$ cat config.mk
export PLATFORM = sky130hd
export DESIGN_NAME = usb_packet_buffer
export DESIGN_NICKNAME = d
export VERILOG_FILES = /design/src/usb_pkt_pkg.sv /design/src/usb_packet_buffer.sv /design/src/pkt_ram.sv
export SDC_FILE = /design/constraint.sdc
export NUM_CORES = 2
export LEC_CHECK = 0
export BUFFER_PORTS_ARGS = -buffer_cell sky130_fd_sc_hd__buf_2
export CELL_PAD_IN_SITES_DETAIL_PLACEMENT = 0
export CELL_PAD_IN_SITES_GLOBAL_PLACEMENT = 2
export CORE_ASPECT_RATIO = 0.9
export CORE_MARGIN = 2
export CORE_UTILIZATION = 25
export DETAILED_ROUTE_END_ITERATION = 10
export MAX_ROUTING_LAYER = met4
export PLACE_DENSITY = 0.53
export SYNTH_ARGS = -nofsm -noshare
export SYNTH_HDL_FRONTEND = slang
export SYNTH_SLANG_ARGS = --single-unit
$ cat constraint.sdc
create_clock -name ref_clk -period 8.11 [get_ports ref_clk]
set_clock_uncertainty 0.15 [all_clocks]
set_input_delay 0.811 -clock ref_clk [delete_from_list [all_inputs] [get_ports ref_clk]]
set_output_delay 0.811 -clock ref_clk [all_outputs]
set_load 0.01 [all_outputs]
$ cat src/usb_pkt_pkg.sv
package usb_pkt_pkg;
  localparam int ADDR_W = 12;
  localparam int DATA_W = 32;
  localparam int STRB_W = 4;
  localparam int DADDR_W = 7;
  localparam int EP_W = 4;
  localparam int MEM_AW = 9;
  localparam int MEM_DEPTH = 512;
  localparam int MEM_SEL_BIT = 11;
  localparam int CNT_W = 10;
  localparam int NB_W = 5;

  localparam logic [ADDR_W-1:0] REG_CTRL = 12'h000;
  localparam logic [ADDR_W-1:0] REG_STATUS = 12'h004;
  localparam logic [ADDR_W-1:0] REG_MASK = 12'h008;
  localparam logic [ADDR_W-1:0] REG_DADDR = 12'h00C;
  localparam logic [ADDR_W-1:0] REG_RXCFG = 12'h010;
  localparam logic [ADDR_W-1:0] REG_TXCFG = 12'h014;
  localparam logic [ADDR_W-1:0] REG_RXSTAT = 12'h018;

  localparam int ST_OVR = 0;
  localparam int ST_SUSPEND_INTERRUPT = 1;
  localparam int ST_RXDONE = 2;
  localparam int ST_TXDONE = 3;
  localparam int ST_EXPECTED_FRAME_START_MISSED = 4;
  localparam int ST_CRCERR = 5;
  localparam int ST_W = 6;

  localparam int CTRL_RESUME = 0;
  localparam int RXCFG_BSZ = 15;
  localparam int RXCFG_NB_LSB = 16;
  localparam int TXCFG_CNT_LSB = 16;
  localparam int RXSTAT_EP_LSB = 16;
  localparam int RXSTAT_OK_LSB = 20;
  localparam logic [DATA_W-1:0] RXCFG_RMASK = 32'h001F_81FF;
  localparam logic [DATA_W-1:0] TXCFG_RMASK = 32'h03FF_01FF;
  localparam int BLK_SMALL_SH = 1;
  localparam int BLK_LARGE_SH = 5;

  localparam logic [15:0] CRC_INIT = 16'hFFFF;
  localparam logic [15:0] CRC_POLY = 16'hA001;
  localparam logic [15:0] CRC_RESID = 16'hB001;

  localparam int SOF_WAIT_MS = 3;
  localparam int CLK_KHZ = 250000;
  localparam int SOF_WAIT_CYCLES = SOF_WAIT_MS * CLK_KHZ;

  localparam logic [1:0] RESP_OKAY = 2'h0;
  localparam logic [1:0] RESP_SLVERR = 2'h2;
endpackage

$ cat src/usb_packet_buffer.sv
// Functional notes
// - OUT byte not stored before next arrives: drop it, stop writing, no ack, overrun flag.
// - IN byte not fetched in time: stop reading, signal stuff error, overrun flag.
// - After resume, allow full 3 ms for first SOF with no suspend interrupt.
// - Suspend mask bit set blocks suspend interrupt; clearing it re-enables it.
// - Store packet from rx start, payload plus two CRC bytes, capped at allocation.
// - CRC low byte goes to first trailing location, high byte to second.
// - CRC16 checked in own logic, independent of bytes copied to memory.
// - Endpoint 0xF answered for every 7-bit device address, 0x60 to 0x6F included.
//
// Design decisions made here: register access over AXI4-Lite and the placing of the registers.
`timescale 1ns/1ps
module usb_packet_buffer
  import usb_pkt_pkg::*;
#(
  parameter int SOF_WAIT_CYC = usb_pkt_pkg::SOF_WAIT_CYCLES
)
(
  input wire logic ref_clk,
  input wire logic rst_n,
  input wire logic [usb_pkt_pkg::ADDR_W-1:0] s_axi_awaddr,
  input wire logic s_axi_awvalid,
  output logic s_axi_awready,
  input wire logic [usb_pkt_pkg::DATA_W-1:0] s_axi_wdata,
  input wire logic [usb_pkt_pkg::STRB_W-1:0] s_axi_wstrb,
  input wire logic s_axi_wvalid,
  output logic s_axi_wready,
  output logic [1:0] s_axi_bresp,
  output logic s_axi_bvalid,
  input wire logic s_axi_bready,
  input wire logic [usb_pkt_pkg::ADDR_W-1:0] s_axi_araddr,
  input wire logic s_axi_arvalid,
  output logic s_axi_arready,
  output logic [usb_pkt_pkg::DATA_W-1:0] s_axi_rdata,
  output logic [1:0] s_axi_rresp,
  output logic s_axi_rvalid,
  input wire logic s_axi_rready,
  input wire logic tok_valid,
  input wire logic tok_in,
  input wire logic [usb_pkt_pkg::DADDR_W-1:0] tok_addr,
  input wire logic [usb_pkt_pkg::EP_W-1:0] tok_endp,
  input wire logic rx_byte_valid,
  input wire logic [7:0] rx_byte,
  input wire logic rx_end,
  output logic hs_ack,
  input wire logic tx_byte_req,
  output logic [7:0] tx_byte,
  output logic tx_byte_ready,
  output logic tx_eop,
  output logic tx_stuff_err,
  input wire logic link_sof,
  input wire logic link_suspend,
  output logic resume_req,
  output logic irq
);
  localparam int WIN_W = $clog2(SOF_WAIT_CYC + 1);
  localparam logic [WIN_W-1:0] WIN_LAST = WIN_W'(SOF_WAIT_CYC - 1);

  logic rst_meta_ff, rst_sync_ff;
  always_ff @(posedge ref_clk or negedge rst_n)
  begin
    if (!rst_n)
    begin
      rst_meta_ff <= 1'b0;
      rst_sync_ff <= 1'b0;
    end
    else
    begin
      rst_meta_ff <= 1'b1;
      rst_sync_ff <= rst_meta_ff;
    end
  end

  // Register bus: write side
  logic aw_got_ff, w_got_ff, bvalid_ff;
  logic [ADDR_W-1:0] aw_addr_ff;
  logic [DATA_W-1:0] w_data_ff;
  logic [STRB_W-1:0] w_strb_ff;
  logic [1:0] bresp_ff;
  logic rd_stage_ff, rvalid_ff;
  logic [ADDR_W-1:0] ar_addr_ff;
  logic [DATA_W-1:0] rdata_ff;
  logic [1:0] rresp_ff;

  function automatic logic addr_known(input logic [ADDR_W-1:0] a);
    addr_known = a[MEM_SEL_BIT] || a == REG_CTRL || a == REG_STATUS || a == REG_MASK
      || a == REG_DADDR || a == REG_RXCFG || a == REG_TXCFG || a == REG_RXSTAT;
  endfunction

  wire do_wr = aw_got_ff && w_got_ff && !bvalid_ff;
  wire aw_hs = s_axi_awvalid && s_axi_awready;
  wire w_hs = s_axi_wvalid && s_axi_wready;
  wire ar_hs = s_axi_arvalid && s_axi_arready;
  wire [DATA_W-1:0] wmask = {{8{w_strb_ff[3]}}, {8{w_strb_ff[2]}}, {8{w_strb_ff[1]}},
    {8{w_strb_ff[0]}}};
  wire [DATA_W-1:0] wr_bits = w_data_ff & wmask;
  wire wr_mem = aw_addr_ff[MEM_SEL_BIT];
  wire wr_ctrl = do_wr && aw_addr_ff == REG_CTRL;
  wire wr_status = do_wr && aw_addr_ff == REG_STATUS;
  wire wr_mask = do_wr && aw_addr_ff == REG_MASK;
  wire wr_daddr = do_wr && aw_addr_ff == REG_DADDR;
  wire wr_rxcfg = do_wr && aw_addr_ff == REG_RXCFG;
  wire wr_txcfg = do_wr && aw_addr_ff == REG_TXCFG;

  assign s_axi_awready = !aw_got_ff && !bvalid_ff;
  assign s_axi_wready = !w_got_ff && !bvalid_ff;
  assign s_axi_arready = !rd_stage_ff && !rvalid_ff && !do_wr;
  assign s_axi_bvalid = bvalid_ff;
  assign s_axi_bresp = bresp_ff;
  assign s_axi_rvalid = rvalid_ff;
  assign s_axi_rdata = rdata_ff;
  assign s_axi_rresp = rresp_ff;

  always_ff @(posedge ref_clk or negedge rst_sync_ff)
  begin
    if (!rst_sync_ff)
    begin
      aw_got_ff <= 1'b0;
      w_got_ff <= 1'b0;
      bvalid_ff <= 1'b0;
      aw_addr_ff <= '0;
      w_data_ff <= '0;
      w_strb_ff <= '0;
      bresp_ff <= RESP_OKAY;
    end
    else
    begin
      aw_got_ff <= aw_hs || (aw_got_ff && !do_wr);
      w_got_ff <= w_hs || (w_got_ff && !do_wr);
      if (aw_hs)
        aw_addr_ff <= s_axi_awaddr;
      if (w_hs)
      begin
        w_data_ff <= s_axi_wdata;
        w_strb_ff <= s_axi_wstrb;
      end
      if (do_wr)
        bresp_ff <= addr_known(aw_addr_ff) ? RESP_OKAY : RESP_SLVERR;
      bvalid_ff <= do_wr || (bvalid_ff && !s_axi_bready);
    end
  end

  // Control registers
  logic [ST_W-1:0] status_ff, mask_ff, ev_set;
  logic [DADDR_W-1:0] daddr_ff;
  logic [DATA_W-1:0] rxcfg_ff, txcfg_ff;
  logic resume_ff;
  wire [ST_W-1:0] st_clr = wr_status ? wr_bits[ST_W-1:0] : '0;

  always_ff @(posedge ref_clk or negedge rst_sync_ff)
  begin
    if (!rst_sync_ff)
    begin
      status_ff <= '0;
      mask_ff <= '0;
      daddr_ff <= '0;
      rxcfg_ff <= '0;
      txcfg_ff <= '0;
      resume_ff <= 1'b0;
    end
    else
    begin
      status_ff <= (status_ff & ~st_clr) | ev_set;
      if (wr_mask)
        mask_ff <= (mask_ff & ~wmask[ST_W-1:0]) | wr_bits[ST_W-1:0];
      if (wr_daddr)
        daddr_ff <= (daddr_ff & ~wmask[DADDR_W-1:0]) | wr_bits[DADDR_W-1:0];
      if (wr_rxcfg)
        rxcfg_ff <= ((rxcfg_ff & ~wmask) | wr_bits) & RXCFG_RMASK;
      if (wr_txcfg)
        txcfg_ff <= ((txcfg_ff & ~wmask) | wr_bits) & TXCFG_RMASK;
      resume_ff <= wr_ctrl && wr_bits[CTRL_RESUME];
    end
  end

  assign irq = |(status_ff & ~mask_ff);
  assign resume_req = resume_ff;

  // Receive path
  logic rx_armed_ff, rx_abort_ff, wr_pend_ff, crc_ok_ff, hs_ack_ff;
  logic [MEM_AW-1:0] rx_addr_ff, pend_addr_ff;
  logic [7:0] pend_data_ff;
  logic [CNT_W-1:0] rx_cnt_ff;
  logic [15:0] crc_ff;
  logic [EP_W-1:0] rx_ep_ff;

  function automatic logic [15:0] crc_step(input logic [15:0] c, input logic [7:0] d);
    logic [15:0] r;
    r = c ^ {8'h00, d};
    for (int i = 0; i < 8; i++)
      r = r[0] ? ((r >> 1) ^ CRC_POLY) : (r >> 1);
    crc_step = r;
  endfunction

  wire [MEM_AW-1:0] rx_start = rxcfg_ff[MEM_AW-1:0];
  wire [NB_W-1:0] rx_nblk = rxcfg_ff[RXCFG_NB_LSB +: NB_W];
  wire [CNT_W-1:0] rx_alloc = rxcfg_ff[RXCFG_BSZ] ? (CNT_W'(rx_nblk) << BLK_LARGE_SH)
    : (CNT_W'(rx_nblk) << BLK_SMALL_SH);
  wire tok_match = tok_valid && tok_addr == daddr_ff;
  wire rx_take = rx_byte_valid && rx_armed_ff && !rx_abort_ff;
  wire rx_ovr = rx_take && wr_pend_ff;
  wire rx_room = rx_cnt_ff < rx_alloc;
  wire rx_store = rx_take && !wr_pend_ff && rx_room;
  wire crc_good = crc_ff == CRC_RESID;
  wire rx_close = rx_end && rx_armed_ff;

  // Memory port arbitration: bus first, then receive, then transmit prefetch
  logic tx_active_ff, tx_have_ff, tx_rd_ff, tx_err_ff;
  logic [MEM_AW-1:0] tx_ptr_ff;
  logic [CNT_W-1:0] tx_left_ff;
  logic [7:0] tx_byte_ff, mem_rdata;
  wire axi_mem_wr = do_wr && wr_mem;
  wire axi_mem_rd = ar_hs && s_axi_araddr[MEM_SEL_BIT];
  wire rx_fire = wr_pend_ff && !axi_mem_wr && !axi_mem_rd;
  wire tx_need = tx_active_ff && !tx_have_ff && !tx_rd_ff && tx_left_ff != '0
    && !tx_byte_req;
  wire tx_fire = tx_need && !axi_mem_wr && !axi_mem_rd && !rx_fire;
  wire mem_we = axi_mem_wr || rx_fire;
  wire [MEM_AW-1:0] mem_addr = axi_mem_wr ? aw_addr_ff[MEM_SEL_BIT-1 -: MEM_AW]
    : axi_mem_rd ? s_axi_araddr[MEM_SEL_BIT-1 -: MEM_AW]
    : rx_fire ? pend_addr_ff : tx_ptr_ff;
  wire [7:0] mem_wdata = axi_mem_wr ? w_data_ff[7:0] : pend_data_ff;

  pkt_ram u_ram (
    .clk(ref_clk),
    .we(mem_we),
    .addr(mem_addr),
    .wdata(mem_wdata),
    .rdata_ff(mem_rdata)
  );

  always_ff @(posedge ref_clk or negedge rst_sync_ff)
  begin
    if (!rst_sync_ff)
    begin
      rx_armed_ff <= 1'b0;
      rx_abort_ff <= 1'b0;
      wr_pend_ff <= 1'b0;
      rx_addr_ff <= '0;
      pend_addr_ff <= '0;
      pend_data_ff <= '0;
      rx_cnt_ff <= '0;
      crc_ff <= CRC_INIT;
      rx_ep_ff <= '0;
      crc_ok_ff <= 1'b0;
      hs_ack_ff <= 1'b0;
    end
    else
    begin
      hs_ack_ff <= rx_close && !rx_abort_ff && crc_good;
      if (tok_valid)
      begin
        rx_armed_ff <= tok_match && !tok_in;
        rx_abort_ff <= 1'b0;
        rx_cnt_ff <= '0;
        rx_addr_ff <= rx_start;
        crc_ff <= CRC_INIT;
        rx_ep_ff <= tok_endp;
      end
      else if (rx_close)
      begin
        rx_armed_ff <= 1'b0;
        crc_ok_ff <= crc_good;
      end
      else
      begin
        if (rx_byte_valid && rx_armed_ff)
          crc_ff <= crc_step(crc_ff, rx_byte);
        if (rx_ovr)
          rx_abort_ff <= 1'b1;
        if (rx_store)
        begin
          rx_addr_ff <= rx_addr_ff + 1'b1;
          rx_cnt_ff <= rx_cnt_ff + 1'b1;
          pend_addr_ff <= rx_addr_ff;
          pend_data_ff <= rx_byte;
        end
      end
      wr_pend_ff <= (wr_pend_ff && !rx_fire) || rx_store;
    end
  end

  assign hs_ack = hs_ack_ff;

  // Transmit path
  wire tx_underrun = tx_byte_req && tx_active_ff && !tx_have_ff
    && (tx_left_ff != '0 || tx_rd_ff);
  wire tx_finish = tx_byte_req && tx_eop;

  always_ff @(posedge ref_clk or negedge rst_sync_ff)
  begin
    if (!rst_sync_ff)
    begin
      tx_active_ff <= 1'b0;
      tx_have_ff <= 1'b0;
      tx_rd_ff <= 1'b0;
      tx_err_ff <= 1'b0;
      tx_ptr_ff <= '0;
      tx_left_ff <= '0;
      tx_byte_ff <= '0;
    end
    else
    begin
      tx_err_ff <= tx_underrun;
      tx_rd_ff <= tx_fire;
      if (tok_valid)
      begin
        tx_active_ff <= tok_match && tok_in;
        tx_have_ff <= 1'b0;
        tx_ptr_ff <= txcfg_ff[MEM_AW-1:0];
        tx_left_ff <= txcfg_ff[TXCFG_CNT_LSB +: CNT_W];
      end
      else if (tx_underrun || tx_finish)
      begin
        tx_active_ff <= 1'b0;
        tx_have_ff <= 1'b0;
      end
      else
      begin
        if (tx_fire)
        begin
          tx_ptr_ff <= tx_ptr_ff + 1'b1;
          tx_left_ff <= tx_left_ff - 1'b1;
        end
        if (tx_rd_ff)
        begin
          tx_have_ff <= 1'b1;
          tx_byte_ff <= mem_rdata;
        end
        else if (tx_byte_req && tx_have_ff)
          tx_have_ff <= 1'b0;
      end
    end
  end

  assign tx_byte = tx_byte_ff;
  assign tx_byte_ready = tx_have_ff;
  assign tx_eop = tx_active_ff && !tx_have_ff && !tx_rd_ff && tx_left_ff == '0;
  assign tx_stuff_err = tx_err_ff;

  // Frame start window after resume
  logic win_ff;
  logic [WIN_W-1:0] win_cnt_ff;
  wire win_expire = win_ff && !link_sof && win_cnt_ff == WIN_LAST;
  wire suspend_interrupt_ev = link_suspend && !win_ff && !resume_ff;

  always_ff @(posedge ref_clk or negedge rst_sync_ff)
  begin
    if (!rst_sync_ff)
    begin
      win_ff <= 1'b0;
      win_cnt_ff <= '0;
    end
    else if (resume_ff)
    begin
      win_ff <= 1'b1;
      win_cnt_ff <= '0;
    end
    else if (win_ff)
    begin
      win_ff <= !(link_sof || win_expire);
      win_cnt_ff <= win_cnt_ff + 1'b1;
    end
  end

  always_comb
  begin
    ev_set = '0;
    ev_set[ST_OVR] = rx_ovr || tx_underrun;
    ev_set[ST_SUSPEND_INTERRUPT] = suspend_interrupt_ev;
    ev_set[ST_RXDONE] = rx_close;
    ev_set[ST_TXDONE] = tx_finish;
    ev_set[ST_EXPECTED_FRAME_START_MISSED] = win_expire;
    ev_set[ST_CRCERR] = rx_close && !crc_good;
  end

  // Register bus: read side
  wire [DATA_W-1:0] rxstat_word = (DATA_W'(crc_ok_ff) << RXSTAT_OK_LSB)
    | (DATA_W'(rx_ep_ff) << RXSTAT_EP_LSB) | DATA_W'(rx_cnt_ff);
  wire [DATA_W-1:0] rd_mux = ar_addr_ff[MEM_SEL_BIT] ? DATA_W'(mem_rdata)
    : ar_addr_ff == REG_STATUS ? DATA_W'(status_ff)
    : ar_addr_ff == REG_MASK ? DATA_W'(mask_ff)
    : ar_addr_ff == REG_DADDR ? DATA_W'(daddr_ff)
    : ar_addr_ff == REG_RXCFG ? rxcfg_ff
    : ar_addr_ff == REG_TXCFG ? txcfg_ff
    : ar_addr_ff == REG_RXSTAT ? rxstat_word : '0;

  always_ff @(posedge ref_clk or negedge rst_sync_ff)
  begin
    if (!rst_sync_ff)
    begin
      rd_stage_ff <= 1'b0;
      rvalid_ff <= 1'b0;
      ar_addr_ff <= '0;
      rdata_ff <= '0;
      rresp_ff <= RESP_OKAY;
    end
    else
    begin
      rd_stage_ff <= ar_hs;
      if (ar_hs)
        ar_addr_ff <= s_axi_araddr;
      if (rd_stage_ff)
      begin
        rdata_ff <= rd_mux;
        rresp_ff <= addr_known(ar_addr_ff) ? RESP_OKAY : RESP_SLVERR;
      end
      rvalid_ff <= rd_stage_ff || (rvalid_ff && !s_axi_rready);
    end
  end
endmodule

$ cat src/pkt_ram.sv
`timescale 1ns/1ps
module pkt_ram
  import usb_pkt_pkg::*;
(
  input wire logic clk,
  input wire logic we,
  input wire logic [usb_pkt_pkg::MEM_AW-1:0] addr,
  input wire logic [7:0] wdata,
  output logic [7:0] rdata_ff
);
  logic [7:0] mem_q [MEM_DEPTH];

  // Read-first single port, registered read data
  always_ff @(posedge clk)
  begin
    if (we)
    begin
      mem_q[addr] <= wdata;
    end
    rdata_ff <= mem_q[addr];
  end
endmodule

==> results by group <==
Clock tree
  • Clk slew on worst S/H paths: 0.06 ns
  • CTS H-Tree Depth: 5
  • TritonCTS clock tree: yes
  • CTS Sinks: 4349
  • CTS max path bufs: 4
  • Cts bufs inserted: 443
  • Clk Latency, worst-skew pair: 1.06 ns
  • Postcts setup bufs: 0
  • Root Driver: clkbuf_16

Floorplanning
  • Chip Height: 785 um
  • Core area: 0.674 mm2
  • Initial core utilization: 0.251
  • Top Ports: 148
  • DIE WIDTH: 871 um
  • Site Rows: 286
  • Die Area: 0.684 mm2

STA
  • Highest clock rate: 0.148 GHz
  • Period utilization: 0.835
  • Setup violations, final: 0
  • Max_slew headroom: 0.0815
  • Hold Vio Cnt, Final: 0
  • Setup TNS: 0 ns
  • Min cycle time layout: 6.77 ns
  • Worst slew pin tran: 1.34 ns
  • Max Slew Vio Count: 0
  • RSZ-0062 raised after global routing: no

Synthesis
  • Mapped Area: 0.169 mm2
  • Gate Count Post-Synth: 8649
  • Yosys reg bits: 4349
  • Yosys top cell by area: edfxtp_1
  • Syn avg cell area: 19.6 um2
  • Post-synth EDFFs: 4096
  • Yosys warning total: 0
  • Top_reg_cell synth: edfxtp_1
  • Post-synth ARST share: 0.0563
  • Top-area cell type share of the netlist area: 0.727
  • Distinct cell type count after synthesis: 81
  • Seq/Total Area, Yosys: 0.764
  • Dominant cells by area after synthesis: edfxtp_1 (73%), mux4_2 (12%), dfrtp_1 (3.4%)

Layout
  • Area Overhead vs Synth: 16.3%
  • Final Cell Area: 0.197 mm2
  • Layout cells sized above 1: 0.230
  • Fillers: 66100
  • Final nets: 9151

GRT
  • Vias in the first global route: 89100
  • Initial antenna violation count: 45
  • Total grt overflow: 0
  • Largest net degree at the start of global routing: 194
  • First-pass GRT wire length: 733 mm
  • All-Layer GR Usage: 0.155

Detailed routing
  • Pre-Repair DR Iteration Count: 6
  • Per-cell routed wire length: 28.9 um
  • Via/cell ratio: 4.77
  • Initial drt markers: 9779
  • Drt drc: 0
  • Vias: 87600
  • DRT Wirelength: 530 mm
  • Post-route ant nets: 0

Worst setup path
  • Most frequent cell on the critical path: o211ai_1
  • Worst path required time: 8.83 ns
  • Worst-path fanout max: 65
  • Worst path max stage delay: 0.71 ns
  • Setup Crit Path Kind: reg -> reg
  • Worst setup EP type: flip-flop
  • Worst-path cell chain: nand4bb_1, o211ai_1, nand3_4, buf_4, buf_12, mux4_2, a22oi_1, a21oi_1, a311oi_1, o211ai_1, or4_1
  • CP max stage cell: nand3_4
  • CP startpoint kind: flip-flop
  • Critical path arrival: 7.49 ns

Status
  • Status: completed

Worst hold path
  • Worst hold path type: in -> reg

Job
  • Maxcap violations: 0

Placed design
  • Area after DPL: 0.182 mm2
  • # port buffers: 122
  • DP Wirelength: 320 mm
  • GPL Wtd Cong: 0.775

Pwr
  • Peak supply drop: 0.000202 V
  • PD cells: 302 mW/mm2
  • Leak pwr: 65.4 nW
cell usage in the layout (no fill, tap or decap), types with 122 or more instances in the layout:
master and instances:
dfrtp_1 228, nand2_1 428, clkbuf_16 446, nor2_1 612
buf_2 122, buf_4 238, mux2_2 131, a21oi_1 345
mux4_2 905, edfxtp_1 4096, a22oi_1 362, mux2i_1 157
metrics by stage:
| stage | util | setup WS (ns) | hold slack (ns) | total power [mW] | instances |
|---|---|---|---|---|---|
| floorplan | - | 0.655 | 0.181 | 34.0 | 8661 |
| global placement | 0.270 | 0.782 | 0.188 | 39.7 | 17500 |
| detailed placement | 0.270 | 1.26 | 0.192 | 39.8 | 17500 |
| CTS | 0.292 | 1.34 | 0.0964 | 60.1 | 18400 |
| global route | 0.292 | 1.07 | 0.163 | 61.5 | 18400 |
| finish | 0.292 | 1.34 | 0.195 | 59.5 | 18400 |
cell usage after synthesis (all sizes together) (69+ instances only):
cell    instances
o21ai          88
mux2          131
buf           300
dfrtp         229
a21oi         345
clkbuf        252
mux2i         157
mux4          905
nor2          617
o22ai          69
a22oi         362
edfxtp       4096
nand2         455
path summary, 6_finish.rpt:
| path | slack [ns] | cells past startpoint | to | from |
|---|---|---|---|---|
| min in group asynchronous | 0.34 | 0 | win_cnt_ff[9] | rst_sync_ff |
| setup / recovery | 1.34 | 11 | u_ram.rdata_ff[5] | rd_stage_ff |
| setup reg to reg | 1.34 | 11 | u_ram.rdata_ff[5] | rd_stage_ff |
| hold / removal | 0.20 | 5 | tx_active_ff | tok_addr[1] |
| hold reg to reg | 0.20 | 0 | rst_sync_ff | rst_meta_ff |
| max in group asynchronous | 5.44 | 2 | asynchronous set/reset pin | rst_sync_ff |
area by class of cell:
type	instances	area (um2)	share of cell area
flip-flops and latches	4349	129000	0.657
clock inverters	275	2610	0.0132
multi-input cells	3725	37800	0.192
inverters	35	131	0.000667
diodes	8	20.0	0.000102
well taps	8928	11200	0.0567
clock buffers	547	11500	0.0587
repair buffers	491	4300	0.0218
logic make-up after synthesis:
logic type               synth area share
other                           0.0000444
flip-flops                          0.764
buffers and inverters              0.0167
AO/OA/AOI/OAI                      0.0427
AND/OR/NAND/NOR                    0.0339
multiplexers                        0.138
adder cells (fa/ha/maj)          0.000961
XOR/XNOR                          0.00331
flip-flops by register name (all words and copies together), names as in the netlist, 4 cells and up, named ones only:
| signal | flops |
|---|---|
| crc_ff | 16 |
| tx_byte | 8 |
| s_axi_rdata | 21 |
| rx_cnt_ff | 10 |
| status_ff | 6 |
| win_cnt_ff | 20 |
| aw_addr_ff | 12 |
| pend_addr_ff | 9 |
| w_strb_ff | 4 |
| rx_addr_ff | 9 |
| pend_data_ff | 8 |
| w_data_ff | 20 |
| u_ram.rdata_ff | 8 |
| tx_left_ff | 10 |
| u_ram.mem_q | 4096 |
| tx_ptr_ff | 9 |
| rx_ep_ff | 4 |
| ar_addr_ff | 12 |
critical path, delay by kind of cell (launching register included):
| family | cells | cell delay, ns |
|---|---|---|
| AOI/OAI and AO/OA | 5 | 2.53 |
| and+or+nand+nor | 3 | 1.99 |
| buffers and inverters | 2 | 0.84 |
| DFF | 1 | 0.60 |
| muxes | 1 | 0.33 |
layer usage:
layer | share of wire | vias to the layer above | global-route usage
met1 | 0.46 | 47600 | 0.221
met2 | 0.46 | 3090 | 0.235
met5 | 0 | - | -
li1 | - | 36200 | -
met4 | 0.020 | 0 | 0.0297
met3 | 0.064 | 636 | 0.0237
timing repair:
item,in CTS,in global routing
resized for setup,0,0
endpoints found under the hold margin,72,0
hold buffers,72,0
report_power, final:
part / internal, mW / leakage [nW] / switching (mW) / total, mW
Sequential: 25.9 / 44.9 / 0.340 / 26.3
Combinational: 4.11 / 13.6 / 8.82 / 12.9
Clock: 11.4 / 6.89 / 8.91 / 20.3
Power figures use the tool's default switching activity.
